[src/hw/dsu_pkg.sv]
package dsu_pkg;
	// ==================================================
	// Clock and timing
	// ==================================================
	localparam int CLK_HZ = 10_000_000; // System clock rate
	localparam int CLK_NS = 100; // System clock period
	localparam int SEEK_TO_MS = 500; // Move limit, single density
	localparam int SEEK_TO_DD_MS = 575; // Move limit, double density (nominal)
	localparam int SEEK_CYC = SEEK_TO_MS * (CLK_HZ / 1000); // Longest time, rounds down
	localparam int SEEK_DD_CYC = SEEK_TO_DD_MS * (CLK_HZ / 1000);
	localparam int AMP_NS = 5000; // Least stretch of amplitude dips
	localparam int AMP_CYC = (AMP_NS + CLK_NS - 1) / CLK_NS; // Rounds up
	localparam int WCLK_HZ = 6_451_000; // Write clock, double density
	localparam int WCLK_RAW = CLK_HZ / (2 * WCLK_HZ);
	localparam int WCLK_HALF = (WCLK_RAW < 1) ? 1 : WCLK_RAW; // Half period in cycles
	localparam int SC_SETTLE = 2; // Cycles the sector count reads as changing

	// ==================================================
	// Widths and counts
	// ==================================================
	localparam int BUS_W = 9; // Status and data bus width
	localparam int SECT_W = 5;
	localparam int HEAD_W = 5;
	localparam int TMR_W = 23;
	localparam int AMP_W = 6;
	localparam int FR_W = 8; // Fault register width
	localparam int SECT_NUM = 24; // Sectors per revolution
	localparam int HEAD_LAST = 18; // Highest head before end of cylinder

	// ==================================================
	// Bit positions
	// ==================================================
	localparam int SC_VALID_BIT = 8;
	localparam int PS_FWD = 0, PS_REV = 1, PS_CYL = 2, PS_EOT = 3, PS_FINE = 4, PS_SPEED = 5;
	localparam int FR_OFFCYL = 0, FR_WRREAD = 1, FR_CURR = 2, FR_PVOLT = 3;
	localparam int FR_NVOLT = 4, FR_SEEK = 5, FR_ACWR = 6;
	localparam int CS_SMARK = 0, CS_UNSAFE = 1, CS_SEEKERR = 2, CS_ONCYL = 3;
	localparam int CS_INDEX = 4, CS_AMP1 = 5, CS_EOC = 6, CS_AMP2 = 7, CS_AMP3 = 8;

	// ==================================================
	// Types
	// ==================================================
	typedef logic [TMR_W-1:0] dsu_tmr_t;
	typedef logic [SECT_W-1:0] dsu_sect_t;
	typedef logic [HEAD_W-1:0] dsu_head_t;
	typedef logic [AMP_W-1:0] dsu_amp_t;
	typedef logic [BUS_W-1:0] dsu_word_t;
	typedef logic [FR_W-1:0] dsu_fault_t;
	typedef logic [1:0] dsu_hold_t;
	typedef logic [AMP_W-1:0] dsu_wclk_t;

	typedef enum logic [1:0] {RES_FREE, RES_OURS, RES_OPP} dsu_res_t;
	typedef enum logic {SK_IDLE, SK_MOVE} dsu_seek_t;

	// All pin inputs, controller side then drive side
	typedef struct packed {
		logic unit_sel;
		logic rel_req;
		logic dis_opp;
		logic opp_sel;
		logic opp_rel;
		logic clr_fault;
		logic sel_sc;
		logic sel_sr;
		logic sel_ps;
		logic sel_fs;
		logic sel_cs;
		logic wgate;
		logic rgate;
		logic egate;
		logic seek;
		logic rtz;
		logic head_adv;
		logic wstrobe;
		logic wdat_line;
		logic sect_pulse;
		logic index;
		logic cyl_pulse;
		logic move_done;
		logic eot;
		logic fine;
		logic speed;
		logic fwd;
		logic multi_head;
		logic erase_drv;
		logic write_drv;
		logic both_wdrv;
		logic wdata;
		logic pvolt;
		logic nvolt;
		logic amp1;
		logic amp2;
		logic amp3;
		logic unload;
		logic spin_off;
		logic online;
		logic rd_pulse;
		logic ref_clk;
		logic dd;
		dsu_sect_t sect_reg;
	} dsu_pins_t;

	// Whole state of the unit interface
	typedef struct packed {
		dsu_pins_t s1;
		dsu_pins_t s2;
		dsu_pins_t p;
		dsu_res_t res;
		dsu_seek_t seek;
		dsu_tmr_t tmr;
		logic ready;
		logic on_cyl;
		logic seek_err;
		logic eot_err;
		dsu_fault_t fault;
		dsu_sect_t sect_cnt;
		dsu_hold_t sc_hold;
		dsu_head_t head_cnt;
		dsu_amp_t amp2_cnt;
		dsu_amp_t amp3_cnt;
		dsu_wclk_t wclk_cnt;
		logic wclk;
		logic wbit;
		logic rdat;
		logic rclk;
		logic seek_go;
		logic rtz_go;
		logic selected;
		dsu_word_t stat;
		dsu_word_t data;
	} dsu_state_t;
endpackage

[src/hw/dsu_unit_if.sv]
// Local design decisions: strobed register access and the placing of the registers.
module dsu_unit_if #(
	parameter int SEEK_CYC_P = dsu_pkg::SEEK_CYC,
	parameter int SEEK_DD_CYC_P = dsu_pkg::SEEK_DD_CYC
) (
	input wire logic clk,
	input wire logic rstn,
	input wire dsu_pkg::dsu_pins_t pins,
	output logic [dsu_pkg::BUS_W-1:0] status_bus,
	output logic [dsu_pkg::BUS_W-1:0] data_bus,
	output logic unit_ready,
	output logic unit_busy,
	output logic unit_selected,
	output logic on_line,
	output logic read_data,
	output logic ref_clock,
	output logic write_clock,
	output logic write_bit,
	output logic dd_unit,
	output logic seek_go,
	output logic rtz_go
);
	// ==================================================
	// State and helpers
	// ==================================================
	dsu_pkg::dsu_state_t r; // Registered state
	dsu_pkg::dsu_state_t n; // Next state
	dsu_pkg::dsu_tmr_t seek_lim; // Last cycle of a legal move
	localparam int AMP_HOLD = dsu_pkg::AMP_CYC;

	// Rising edge of a synchronised level
	function automatic logic rise(input logic cur, input logic prev);
		return cur & ~prev;
	endfunction

	// Move limit depends on density
	assign seek_lim = r.s2.dd ? dsu_pkg::dsu_tmr_t'(SEEK_DD_CYC_P - 1) :
		dsu_pkg::dsu_tmr_t'(SEEK_CYC_P - 1);

	// ==================================================
	// Next state
	// ==================================================
	always_comb begin
		n = r;
		// Two stages for every pin; the sector register word may
		// tear while it changes, so the controller reads it settled
		n.s1 = pins;
		n.s2 = r.s1;
		n.p = r.s2;
		n.seek_go = 1'b0;
		n.rtz_go = 1'b0;

		// Heads unloaded with spindle stopped; dropped before the
		// move logic so a completion in the same cycle still wins
		if (r.s2.unload && r.s2.spin_off) begin
			n.ready = 1'b0;
		end

		// Positioner sequencing
		unique case (r.seek)
			dsu_pkg::SK_IDLE: begin
				if (rise(r.s2.rtz, r.p.rtz)) begin
					// Zero seek always taken: it is the first seek
					n.seek = dsu_pkg::SK_MOVE;
					n.tmr = '0;
					n.on_cyl = 1'b0;
					n.seek_err = 1'b0;
					n.eot_err = 1'b0;
					n.rtz_go = 1'b1;
				end else if (rise(r.s2.seek, r.p.seek) && r.ready) begin
					// Ordinary seeks are taken only while ready, else ignored
					n.seek = dsu_pkg::SK_MOVE;
					n.tmr = '0;
					n.on_cyl = 1'b0;
					n.seek_go = 1'b1;
				end
			end
			dsu_pkg::SK_MOVE: begin
				n.tmr = dsu_pkg::dsu_tmr_t'(r.tmr + 1'b1);
				if (rise(r.s2.move_done, r.p.move_done)) begin
					// Move finished in time
					n.seek = dsu_pkg::SK_IDLE;
					n.on_cyl = 1'b1;
					n.ready = 1'b1;
				end else if (r.tmr == seek_lim) begin
					// Move ran out of time
					n.seek = dsu_pkg::SK_IDLE;
					n.seek_err = 1'b1;
				end
			end
		endcase
		// Carriage outside field; set wins over the zero-seek clear
		if (r.s2.eot) begin
			n.seek_err = 1'b1;
			n.eot_err = 1'b1;
		end

		// Fault register: clear first so a same-cycle event survives
		if (r.s2.clr_fault && r.selected) begin
			n.fault = '0;
		end
		if ((rise(r.s2.wgate, r.p.wgate) || rise(r.s2.rgate, r.p.rgate) ||
			(rise(r.s2.egate, r.p.egate) && !r.s2.dd)) && !r.on_cyl) begin
			n.fault[dsu_pkg::FR_OFFCYL] = 1'b1;
		end
		if ((rise(r.s2.wgate, r.p.wgate) ||
			(rise(r.s2.egate, r.p.egate) && !r.s2.dd)) && r.s2.rgate) begin
			n.fault[dsu_pkg::FR_WRREAD] = 1'b1;
		end
		// Double density has no erase driver, so pairing is skipped
		if (r.s2.multi_head || r.s2.both_wdrv || (r.s2.wgate && !r.s2.wdata) ||
			(!r.s2.dd && (r.s2.erase_drv ^ r.s2.write_drv))) begin
			n.fault[dsu_pkg::FR_CURR] = 1'b1;
		end
		if (r.s2.pvolt) begin
			n.fault[dsu_pkg::FR_PVOLT] = 1'b1;
		end
		if (r.s2.nvolt) begin
			n.fault[dsu_pkg::FR_NVOLT] = 1'b1;
		end
		if (r.seek_err) begin
			n.fault[dsu_pkg::FR_SEEK] = 1'b1;
		end
		if (r.s2.dd && r.s2.wgate && !r.s2.wdata) begin
			n.fault[dsu_pkg::FR_ACWR] = 1'b1;
		end

		// Sector counter, one ahead of the heads
		if (r.sc_hold != '0) begin
			n.sc_hold = dsu_pkg::dsu_hold_t'(r.sc_hold - 1'b1);
		end
		if (rise(r.s2.index, r.p.index)) begin
			// Index marks sector zero, so show sector one
			n.sect_cnt = dsu_pkg::dsu_sect_t'(1);
			n.sc_hold = dsu_pkg::dsu_hold_t'(dsu_pkg::SC_SETTLE);
		end else if (rise(r.s2.sect_pulse, r.p.sect_pulse)) begin
			if (r.sect_cnt == dsu_pkg::dsu_sect_t'(dsu_pkg::SECT_NUM - 1)) begin
				n.sect_cnt = '0;
			end else begin
				n.sect_cnt = dsu_pkg::dsu_sect_t'(r.sect_cnt + 1'b1);
			end
			n.sc_hold = dsu_pkg::dsu_hold_t'(dsu_pkg::SC_SETTLE);
		end

		// Head counter; an advance while already beyond the last head wraps it
		if (rise(r.s2.head_adv, r.p.head_adv)) begin
			if (r.head_cnt > dsu_pkg::dsu_head_t'(dsu_pkg::HEAD_LAST)) begin
				n.head_cnt = '0;
			end else begin
				n.head_cnt = dsu_pkg::dsu_head_t'(r.head_cnt + 1'b1);
			end
		end

		// Pulse stretchers for short amplitude dips
		if (rise(r.s2.amp2, r.p.amp2)) begin
			n.amp2_cnt = dsu_pkg::dsu_amp_t'(dsu_pkg::AMP_CYC);
		end else if (r.amp2_cnt != '0) begin
			n.amp2_cnt = dsu_pkg::dsu_amp_t'(r.amp2_cnt - 1'b1);
		end
		if (rise(r.s2.amp3, r.p.amp3)) begin
			n.amp3_cnt = dsu_pkg::dsu_amp_t'(dsu_pkg::AMP_CYC);
		end else if (r.amp3_cnt != '0) begin
			n.amp3_cnt = dsu_pkg::dsu_amp_t'(r.amp3_cnt - 1'b1);
		end

		// Reservation between the two channels
		if ((r.s2.unit_sel || r.selected) && r.s2.rel_req && r.res == dsu_pkg::RES_OURS) begin
			n.res = dsu_pkg::RES_FREE;
		end
		if ((r.s2.dis_opp || r.s2.opp_rel) && r.res == dsu_pkg::RES_OPP) begin
			n.res = dsu_pkg::RES_FREE;
		end
		if (n.res == dsu_pkg::RES_FREE) begin
			// Select with release: served but left unreserved
			if (r.s2.unit_sel && r.s2.online && !r.s2.rel_req) begin
				n.res = dsu_pkg::RES_OURS;
			end else if (r.s2.opp_sel && !r.s2.dis_opp && !r.s2.unit_sel) begin
				n.res = dsu_pkg::RES_OPP;
			end
		end
		n.selected = r.s2.unit_sel && r.s2.online && (n.res != dsu_pkg::RES_OPP);

		// Status and data buses, only while selected
		n.stat = '0;
		n.data = '0;
		if (r.selected) begin
			// First select wins should two arrive together
			if (r.s2.sel_sc) begin
				n.stat[dsu_pkg::SECT_W-1:0] = r.sect_cnt;
				n.stat[dsu_pkg::SC_VALID_BIT] = (r.sc_hold == '0);
			end else if (r.s2.sel_fs) begin
				n.stat[dsu_pkg::FR_W-1:0] = r.fault;
			end else if (r.s2.sel_cs) begin
				n.stat[dsu_pkg::CS_SMARK] = r.s2.sect_pulse;
				n.stat[dsu_pkg::CS_UNSAFE] = |r.fault;
				n.stat[dsu_pkg::CS_SEEKERR] = r.seek_err;
				n.stat[dsu_pkg::CS_ONCYL] = r.on_cyl;
				n.stat[dsu_pkg::CS_INDEX] = r.s2.index;
				n.stat[dsu_pkg::CS_AMP1] = r.s2.dd ? r.eot_err : r.s2.amp1;
				n.stat[dsu_pkg::CS_EOC] = r.head_cnt > dsu_pkg::dsu_head_t'(dsu_pkg::HEAD_LAST);
				n.stat[dsu_pkg::CS_AMP2] = (r.amp2_cnt != '0) && !r.s2.dd;
				n.stat[dsu_pkg::CS_AMP3] = (r.amp3_cnt != '0) && !r.s2.dd;
			end
			if (r.s2.sel_sr) begin
				// The word is synchronised bit by bit and may tear; only
				// one that stood for a cycle is passed, else the last one
				if (r.s2.sect_reg == r.p.sect_reg) begin
					n.data[dsu_pkg::SECT_W-1:0] = r.s2.sect_reg;
				end else begin
					n.data[dsu_pkg::SECT_W-1:0] = r.data[dsu_pkg::SECT_W-1:0];
				end
			end else if (r.s2.sel_ps) begin
				n.data[dsu_pkg::PS_FWD] = r.s2.fwd;
				n.data[dsu_pkg::PS_REV] = !r.s2.fwd;
				n.data[dsu_pkg::PS_CYL] = r.s2.cyl_pulse && (r.seek == dsu_pkg::SK_MOVE);
				n.data[dsu_pkg::PS_EOT] = r.s2.eot;
				n.data[dsu_pkg::PS_FINE] = r.s2.fine;
				n.data[dsu_pkg::PS_SPEED] = r.s2.speed;
			end
		end

		// Serial data paths
		n.rdat = r.s2.rd_pulse && r.s2.rgate;
		n.rclk = r.s2.ref_clk;
		if (!r.s2.dd) begin
			n.wbit = r.s2.wdat_line;
		end else if (rise(r.s2.wstrobe, r.p.wstrobe)) begin
			n.wbit = r.s2.wdat_line;
		end
		// Write clock from a divider; the rate is bounded by clk
		if (!r.s2.dd) begin
			n.wclk = 1'b0;
			n.wclk_cnt = '0;
		end else if (r.wclk_cnt == dsu_pkg::dsu_wclk_t'(dsu_pkg::WCLK_HALF - 1)) begin
			n.wclk = !r.wclk;
			n.wclk_cnt = '0;
		end else begin
			n.wclk_cnt = dsu_pkg::dsu_wclk_t'(r.wclk_cnt + 1'b1);
		end
	end

	// ==================================================
	// State register
	// ==================================================
	always_ff @(posedge clk or negedge rstn) begin
		if (!rstn) begin
			r <= '0;
		end else begin
			r <= n;
		end
	end

	// ==================================================
	// Outputs
	// ==================================================
	assign status_bus = r.stat;
	assign data_bus = r.data;
	assign unit_ready = r.ready;
	assign unit_busy = (r.res == dsu_pkg::RES_OPP);
	assign unit_selected = r.selected;
	assign on_line = r.s2.online;
	assign read_data = r.rdat;
	assign ref_clock = r.rclk;
	assign write_clock = r.wclk;
	assign write_bit = r.wbit;
	assign dd_unit = r.s2.dd;
	assign seek_go = r.seek_go;
	assign rtz_go = r.rtz_go;

	// ==================================================
	// Checks
	// ==================================================
	a_sc_valid: assert property (@(posedge clk) disable iff (!rstn)
		(rise(r.s2.sect_pulse, r.p.sect_pulse) ##1 (r.s2.sel_sc && r.selected))
		|=> !status_bus[dsu_pkg::SC_VALID_BIT])
		else $error("sector count shown valid while changing");

	a_sect_lead: assert property (@(posedge clk) disable iff (!rstn)
		rise(r.s2.index, r.p.index) |=> (r.sect_cnt == dsu_pkg::dsu_sect_t'(1)))
		else $error("sector count does not lead index by one");

	a_gate_offcyl: assert property (@(posedge clk) disable iff (!rstn)
		((rise(r.s2.wgate, r.p.wgate) || rise(r.s2.rgate, r.p.rgate)) && !r.on_cyl)
		|=> r.fault[dsu_pkg::FR_OFFCYL])
		else $error("off cylinder gate not latched");

	a_seek_timeout: assert property (@(posedge clk) disable iff (!rstn)
		(r.seek == dsu_pkg::SK_MOVE && r.tmr == seek_lim &&
		!rise(r.s2.move_done, r.p.move_done)) |=> (r.seek_err && !r.on_cyl))
		else $error("move timeout did not flag seek error");

	a_rtz_clear: assert property (@(posedge clk) disable iff (!rstn)
		(r.seek == dsu_pkg::SK_IDLE && rise(r.s2.rtz, r.p.rtz) && !r.s2.eot)
		|=> (!r.seek_err && rtz_go && !r.on_cyl))
		else $error("zero seek did not clear error");

	a_eoc_wrap: assert property (@(posedge clk) disable iff (!rstn)
		(rise(r.s2.head_adv, r.p.head_adv) &&
		r.head_cnt > dsu_pkg::dsu_head_t'(dsu_pkg::HEAD_LAST)) |=> (r.head_cnt == '0))
		else $error("head advance at end of cylinder did not clear");

	a_amp_stretch: assert property (@(posedge clk) disable iff (!rstn)
		rise(r.s2.amp2, r.p.amp2) |=> (r.amp2_cnt != '0) [*8])
		else $error("amplitude dip stretch too short");

	a_amp_end: assert property (@(posedge clk) disable iff (!rstn)
		(rise(r.s2.amp3, r.p.amp3) ##1 !rise(r.s2.amp3, r.p.amp3) [*8])
		|-> ##[1:AMP_HOLD] (r.amp3_cnt == '0 || rise(r.s2.amp3, r.p.amp3)))
		else $error("amplitude dip stretch never ends");

	a_seek_ready: assert property (@(posedge clk) disable iff (!rstn)
		(!r.ready && r.seek == dsu_pkg::SK_IDLE && rise(r.s2.seek, r.p.seek) &&
		!rise(r.s2.rtz, r.p.rtz)) |=> (!seek_go && r.seek == dsu_pkg::SK_IDLE))
		else $error("seek taken while not ready");

	a_busy_sel: assert property (@(posedge clk) disable iff (!rstn)
		unit_selected |-> (!unit_busy && $past(r.s2.unit_sel) && $past(r.s2.online)))
		else $error("selected without select or while busy");

	a_release: assert property (@(posedge clk) disable iff (!rstn)
		(r.s2.rel_req && r.s2.unit_sel && r.res == dsu_pkg::RES_OURS)
		|=> (r.res != dsu_pkg::RES_OURS))
		else $error("release left reservation set");

	a_dis_opp: assert property (@(posedge clk) disable iff (!rstn)
		(r.s2.dis_opp && r.res == dsu_pkg::RES_OPP) |=> !unit_busy)
		else $error("disable opposite reserve did not free unit");

	a_oncyl_done: assert property (@(posedge clk) disable iff (!rstn)
		(r.seek == dsu_pkg::SK_MOVE && rise(r.s2.move_done, r.p.move_done))
		|=> (r.on_cyl && unit_ready))
		else $error("completed move did not show on cylinder");

	a_ready_drop: assert property (@(posedge clk) disable iff (!rstn)
		(r.s2.unload && r.s2.spin_off && r.seek == dsu_pkg::SK_IDLE)
		|=> !unit_ready)
		else $error("ready kept with heads unloaded");

	a_idle_bus: assert property (@(posedge clk) disable iff (!rstn)
		!r.selected |=> (status_bus == '0 && data_bus == '0))
		else $error("buses driven while not selected");

	a_wclk_idle: assert property (@(posedge clk) disable iff (!rstn)
		!r.s2.dd |=> !write_clock)
		else $error("write clock runs in single density");

	a_eot_flag: assert property (@(posedge clk) disable iff (!rstn)
		r.s2.eot |=> (r.seek_err && r.eot_err))
		else $error("end of travel did not flag seek error");
endmodule

[config.mk]
export PLATFORM = sky130hd
export DESIGN_NAME = dsu_unit_if
export DESIGN_NICKNAME = d
export VERILOG_FILES = /design/src/hw/dsu_pkg.sv /design/src/hw/dsu_unit_if.sv
export SDC_FILE = /design/constraint.sdc
export NUM_CORES = 1
export LEC_CHECK = 0
export BUFFER_PORTS_ARGS = -buffer_cell sky130_fd_sc_hd__buf_2
export CAP_MARGIN = 20
export CORE_MARGIN = 2
export CORE_UTILIZATION = 40
export DETAILED_ROUTE_END_ITERATION = 16
export GPL_TIMING_DRIVEN = 0
export SYNTH_ARGS = -nofsm -noshare
export SYNTH_HDL_FRONTEND = slang
export SYNTH_SLANG_ARGS = --single-unit
[constraint.sdc]
create_clock -name clk -period 3.3 [get_ports clk]
set_clock_uncertainty 0.1 [all_clocks]
set_input_delay 0.66 -clock clk [delete_from_list [all_inputs] [get_ports clk]]
set_output_delay 0.66 -clock clk [all_outputs]
set_load 0.005 [all_outputs]
==> metrics.txt <==
outcome=finished, violations left; failing checks=DRC; Clock Sinks=between 200 and 250; worst rel slew slack=slightly below 60%; max incr delay on CP=0.55 ns; ANT cells=0; Vias=4536; crit-path max FO=7; setup violators final=0; met3 wire len=between 700 and 800 um; Hold/Removal Path Class=input port to async pin; Crit. End Element=output port; switching share of total power=~24%; core area=18090 um^2; DR DRC count=3; CTS tree=done; Routed WL=13200 um; CTS Buf Count=22; DR vias/cell=4.930; Final period util=between 50% and 60%; Cell Rows=between 40 and 50; # Post-CTS Setup Buffers=0; Main synth FF type=dfrtp_1; setup ws final=~1.3 ns; DR iter-0 viols=roughly 370; max-capacitance violation count=0; highest routed layer=met4; layout cells sized above 1=21.56%; Post-Layout Cell Count=920; sequential element share of the synthesized area=68.22%; Syn. warnings=0; WP data arrival=1.22 ns; Clock Path Buffers=3; CTS Root Cell=clkbuf_16; die height=between 100 and 150 um; post-DR wirelength/cell=around 14 um; met1 WL=a little under 6000 um; Worst-path clk slew=0.06 ns; Final Net Count=736; most frequent cells in the layout=dfrtp_1, buf_2, nand2_1, nor2_1, o21ai_0; post-synth cell types=60; total gr overflow=0; Worst path slowest cell=dfrtp_1; PwrDens=673.7 nW/um^2; Crit Path Category=flop to output port; drt first pass iters=13; post-DP HPWL=9073 um; Clk network pwr share=41.7%; initial antenna violation count=0; Die Wd=~140 um; post-layout min period=a little under 2 ns; vias in the first global route=4742; f_max=between 500 and 600 MHz; most common cell after layout, fill and taps aside=dfrtp_1; Sw Pwr=1.452 mW; Post-CTS Hold Buffers=0; power share of the sequential group=between 40 and 50%; PostCTS Resize Cnt=0; number of synthesized flops with an enable pin=0; Initial Utilization=40.97%; Critical Path RT=approximately 2.5 ns; pre-CTS setup slack=between 1 and 1.5 ns; count of final hold-check violations=0; gr usage total=approximately 14%; die area=19630 um^2; Synth top area share=68.22%; DR WL met2=6209 um; ANT nets after route=0; CP cell instances=buf_2; CP top delay family=flip-flops; Synth async-reset ratio=100.0%; Worst IR Drop VDD=between 400 and 500 uV; Ports=79; top post-synthesis cells by area=dfrtp_1, nand2_1, buf_4; fin. max-slew vios=0; P&R area growth vs syn=19.69%; Clk Latency, worst-skew pair=0.50 ns; Worst-Margin Slew=0.6321 ns; # H-tree levels=1; Port Buf Inserts=75; flops & latches, synth=approximately 200; Pint=4.522 mW; Final Wtd Congestion=0.8040; Post-Syn Area per Cell=12.93 um^2; Setup crit start kind=flop; Gate Count Post-Synth=about 570; Logic pwr share=10.0%; placed insts=around 900; largest net degree at the start of global routing=119; Synth Cell Area=7410 um^2; RSZ-0062 raised after global routing=no; global-route wire length before repair=~23000 um; Leak=4.060 nW; Buf/Inv on CP=1; Yosys top cell by area=dfrtp_1
==> synth_stat cells (all sizes together), types with 2 or more instances <==
library cell and instances:
o31ai 10, nor4 8, o31a 2, o41ai 5
o211ai 6, dfrtp 202, a21o 7, and2 8
nand2 42, nand4bb 2, nand4b 3, inv 21
mux2 6, xor2 10, nand2b 13, o21ai 23
nand3b 5, buf 24, nor3b 2, nor2b 15
a22oi 4, and4 2, clkbuf 7, or2 2
and3 3, a22o 5, o311ai 5, nor2 36
mux2i 7, nor3 11, ha 11, nand3 17
a21oi 17, nand4 6, or3 3, xnor2 9
==> layer usage <==
| layer | vias to the layer above | track usage, % |
|---|---|---|
| li1 | 2170 | - |
| met3 | 26 | 2.940 |
| met2 | 107 | 22.25 |
| met4 | 0 | 4.625 |
| met1 | 2233 | 18.90 |
| met5 | - | 0 |
==> power groups by stage <==
stage,combinational (mW),sequential (mW),clock (mW)
final,0.599,2.88,2.49
after floorplan,0.410,2.88,0
after global placement,0.570,2.91,0
after CTS,0.610,2.88,2.56
after global routing,0.691,2.92,2.67
after detailed placement,0.608,2.93,0
==> final timing paths <==
| check | start | endpoint | slack, ns | depth (start not counted) |
|---|---|---|---|---|
| worst max-delay path | dd_unit | dd_unit | 1.32 | 1 |
| worst max register to register | unit_selected | r[57] | 1.47 | 4 |
| max in group asynchronous | rstn | r[82] | 2.06 | 2 |
| min in group clk | pins[4] | n[145] | 0.16 | 1 |
| worst min-delay path | rstn | write_clock | 0.08 | 1 |
| worst min register to register | n[149] | on_line | 0.24 | 0 |
==> cells by family (layout without fill, tap and decap cells) <==
kind of cell / Yosys count / in the layout / synth area share (%)
muxes: 13 / 13 / 1.857
xor gates and xnor gates: 19 / 19 / 2.246
DFF: 202 / 202 / 68.22
adders and majority gates: 11 / 11 / 1.857
AOI/OAI and AO/OA: 94 / 94 / 8.882
other: 1 / 3 / 0.05061
and+or+nand+nor: 181 / 181 / 13.14
buffers and inverters: 52 / 168 / 3.749
==> cell type report <==
type / instances / area, um^2
repair buffers: 76 / 412.9
fillers: 1584 / 9218
clock buffers: 31 / 614.3
flip-flops and latches: 202 / 5055
multi-input cells: 321 / 2085
inverters: 21 / 78.83
well taps: 229 / 286.5
clock inverters: 9 / 137.6
plain buffers: 31 / 198.9
==> flip-flops by register name (all words and copies together), names as in the netlist <==
| signal | flops |
|---|---|
| unit_ready | 1 |
| rtz_go | 1 |
| write_bit | 1 |
| status_bus | 9 |
| ref_clock | 1 |
| dd_unit | 1 |
| n | 94 |
| r | 83 |
| unit_selected | 1 |
| seek_go | 1 |
| on_line | 1 |
| data_bus | 6 |
| read_data | 1 |
| write_clock | 1 |
==> metrics by stage <==
stage / hold slack (ns) / util (%) / power [mW] / cell area [um^2] / TNS [ns]
after global routing: 0.1221 / 49.03 / 6.277 / 8869 / 0
after detailed placement: 0.2347 / 44.88 / 3.534 / 8117 / 0
after global placement: 0.2338 / 44.67 / 3.483 / 8079 / -341.68
after CTS: 0.08340 / 49.03 / 6.057 / 8869 / 0
after floorplan: 0.2312 / - / 3.287 / 7417 / 0
final: 0.07548 / 49.03 / 5.974 / 8869 / 0
Note: power is estimated with default switching activity, not from simulation.
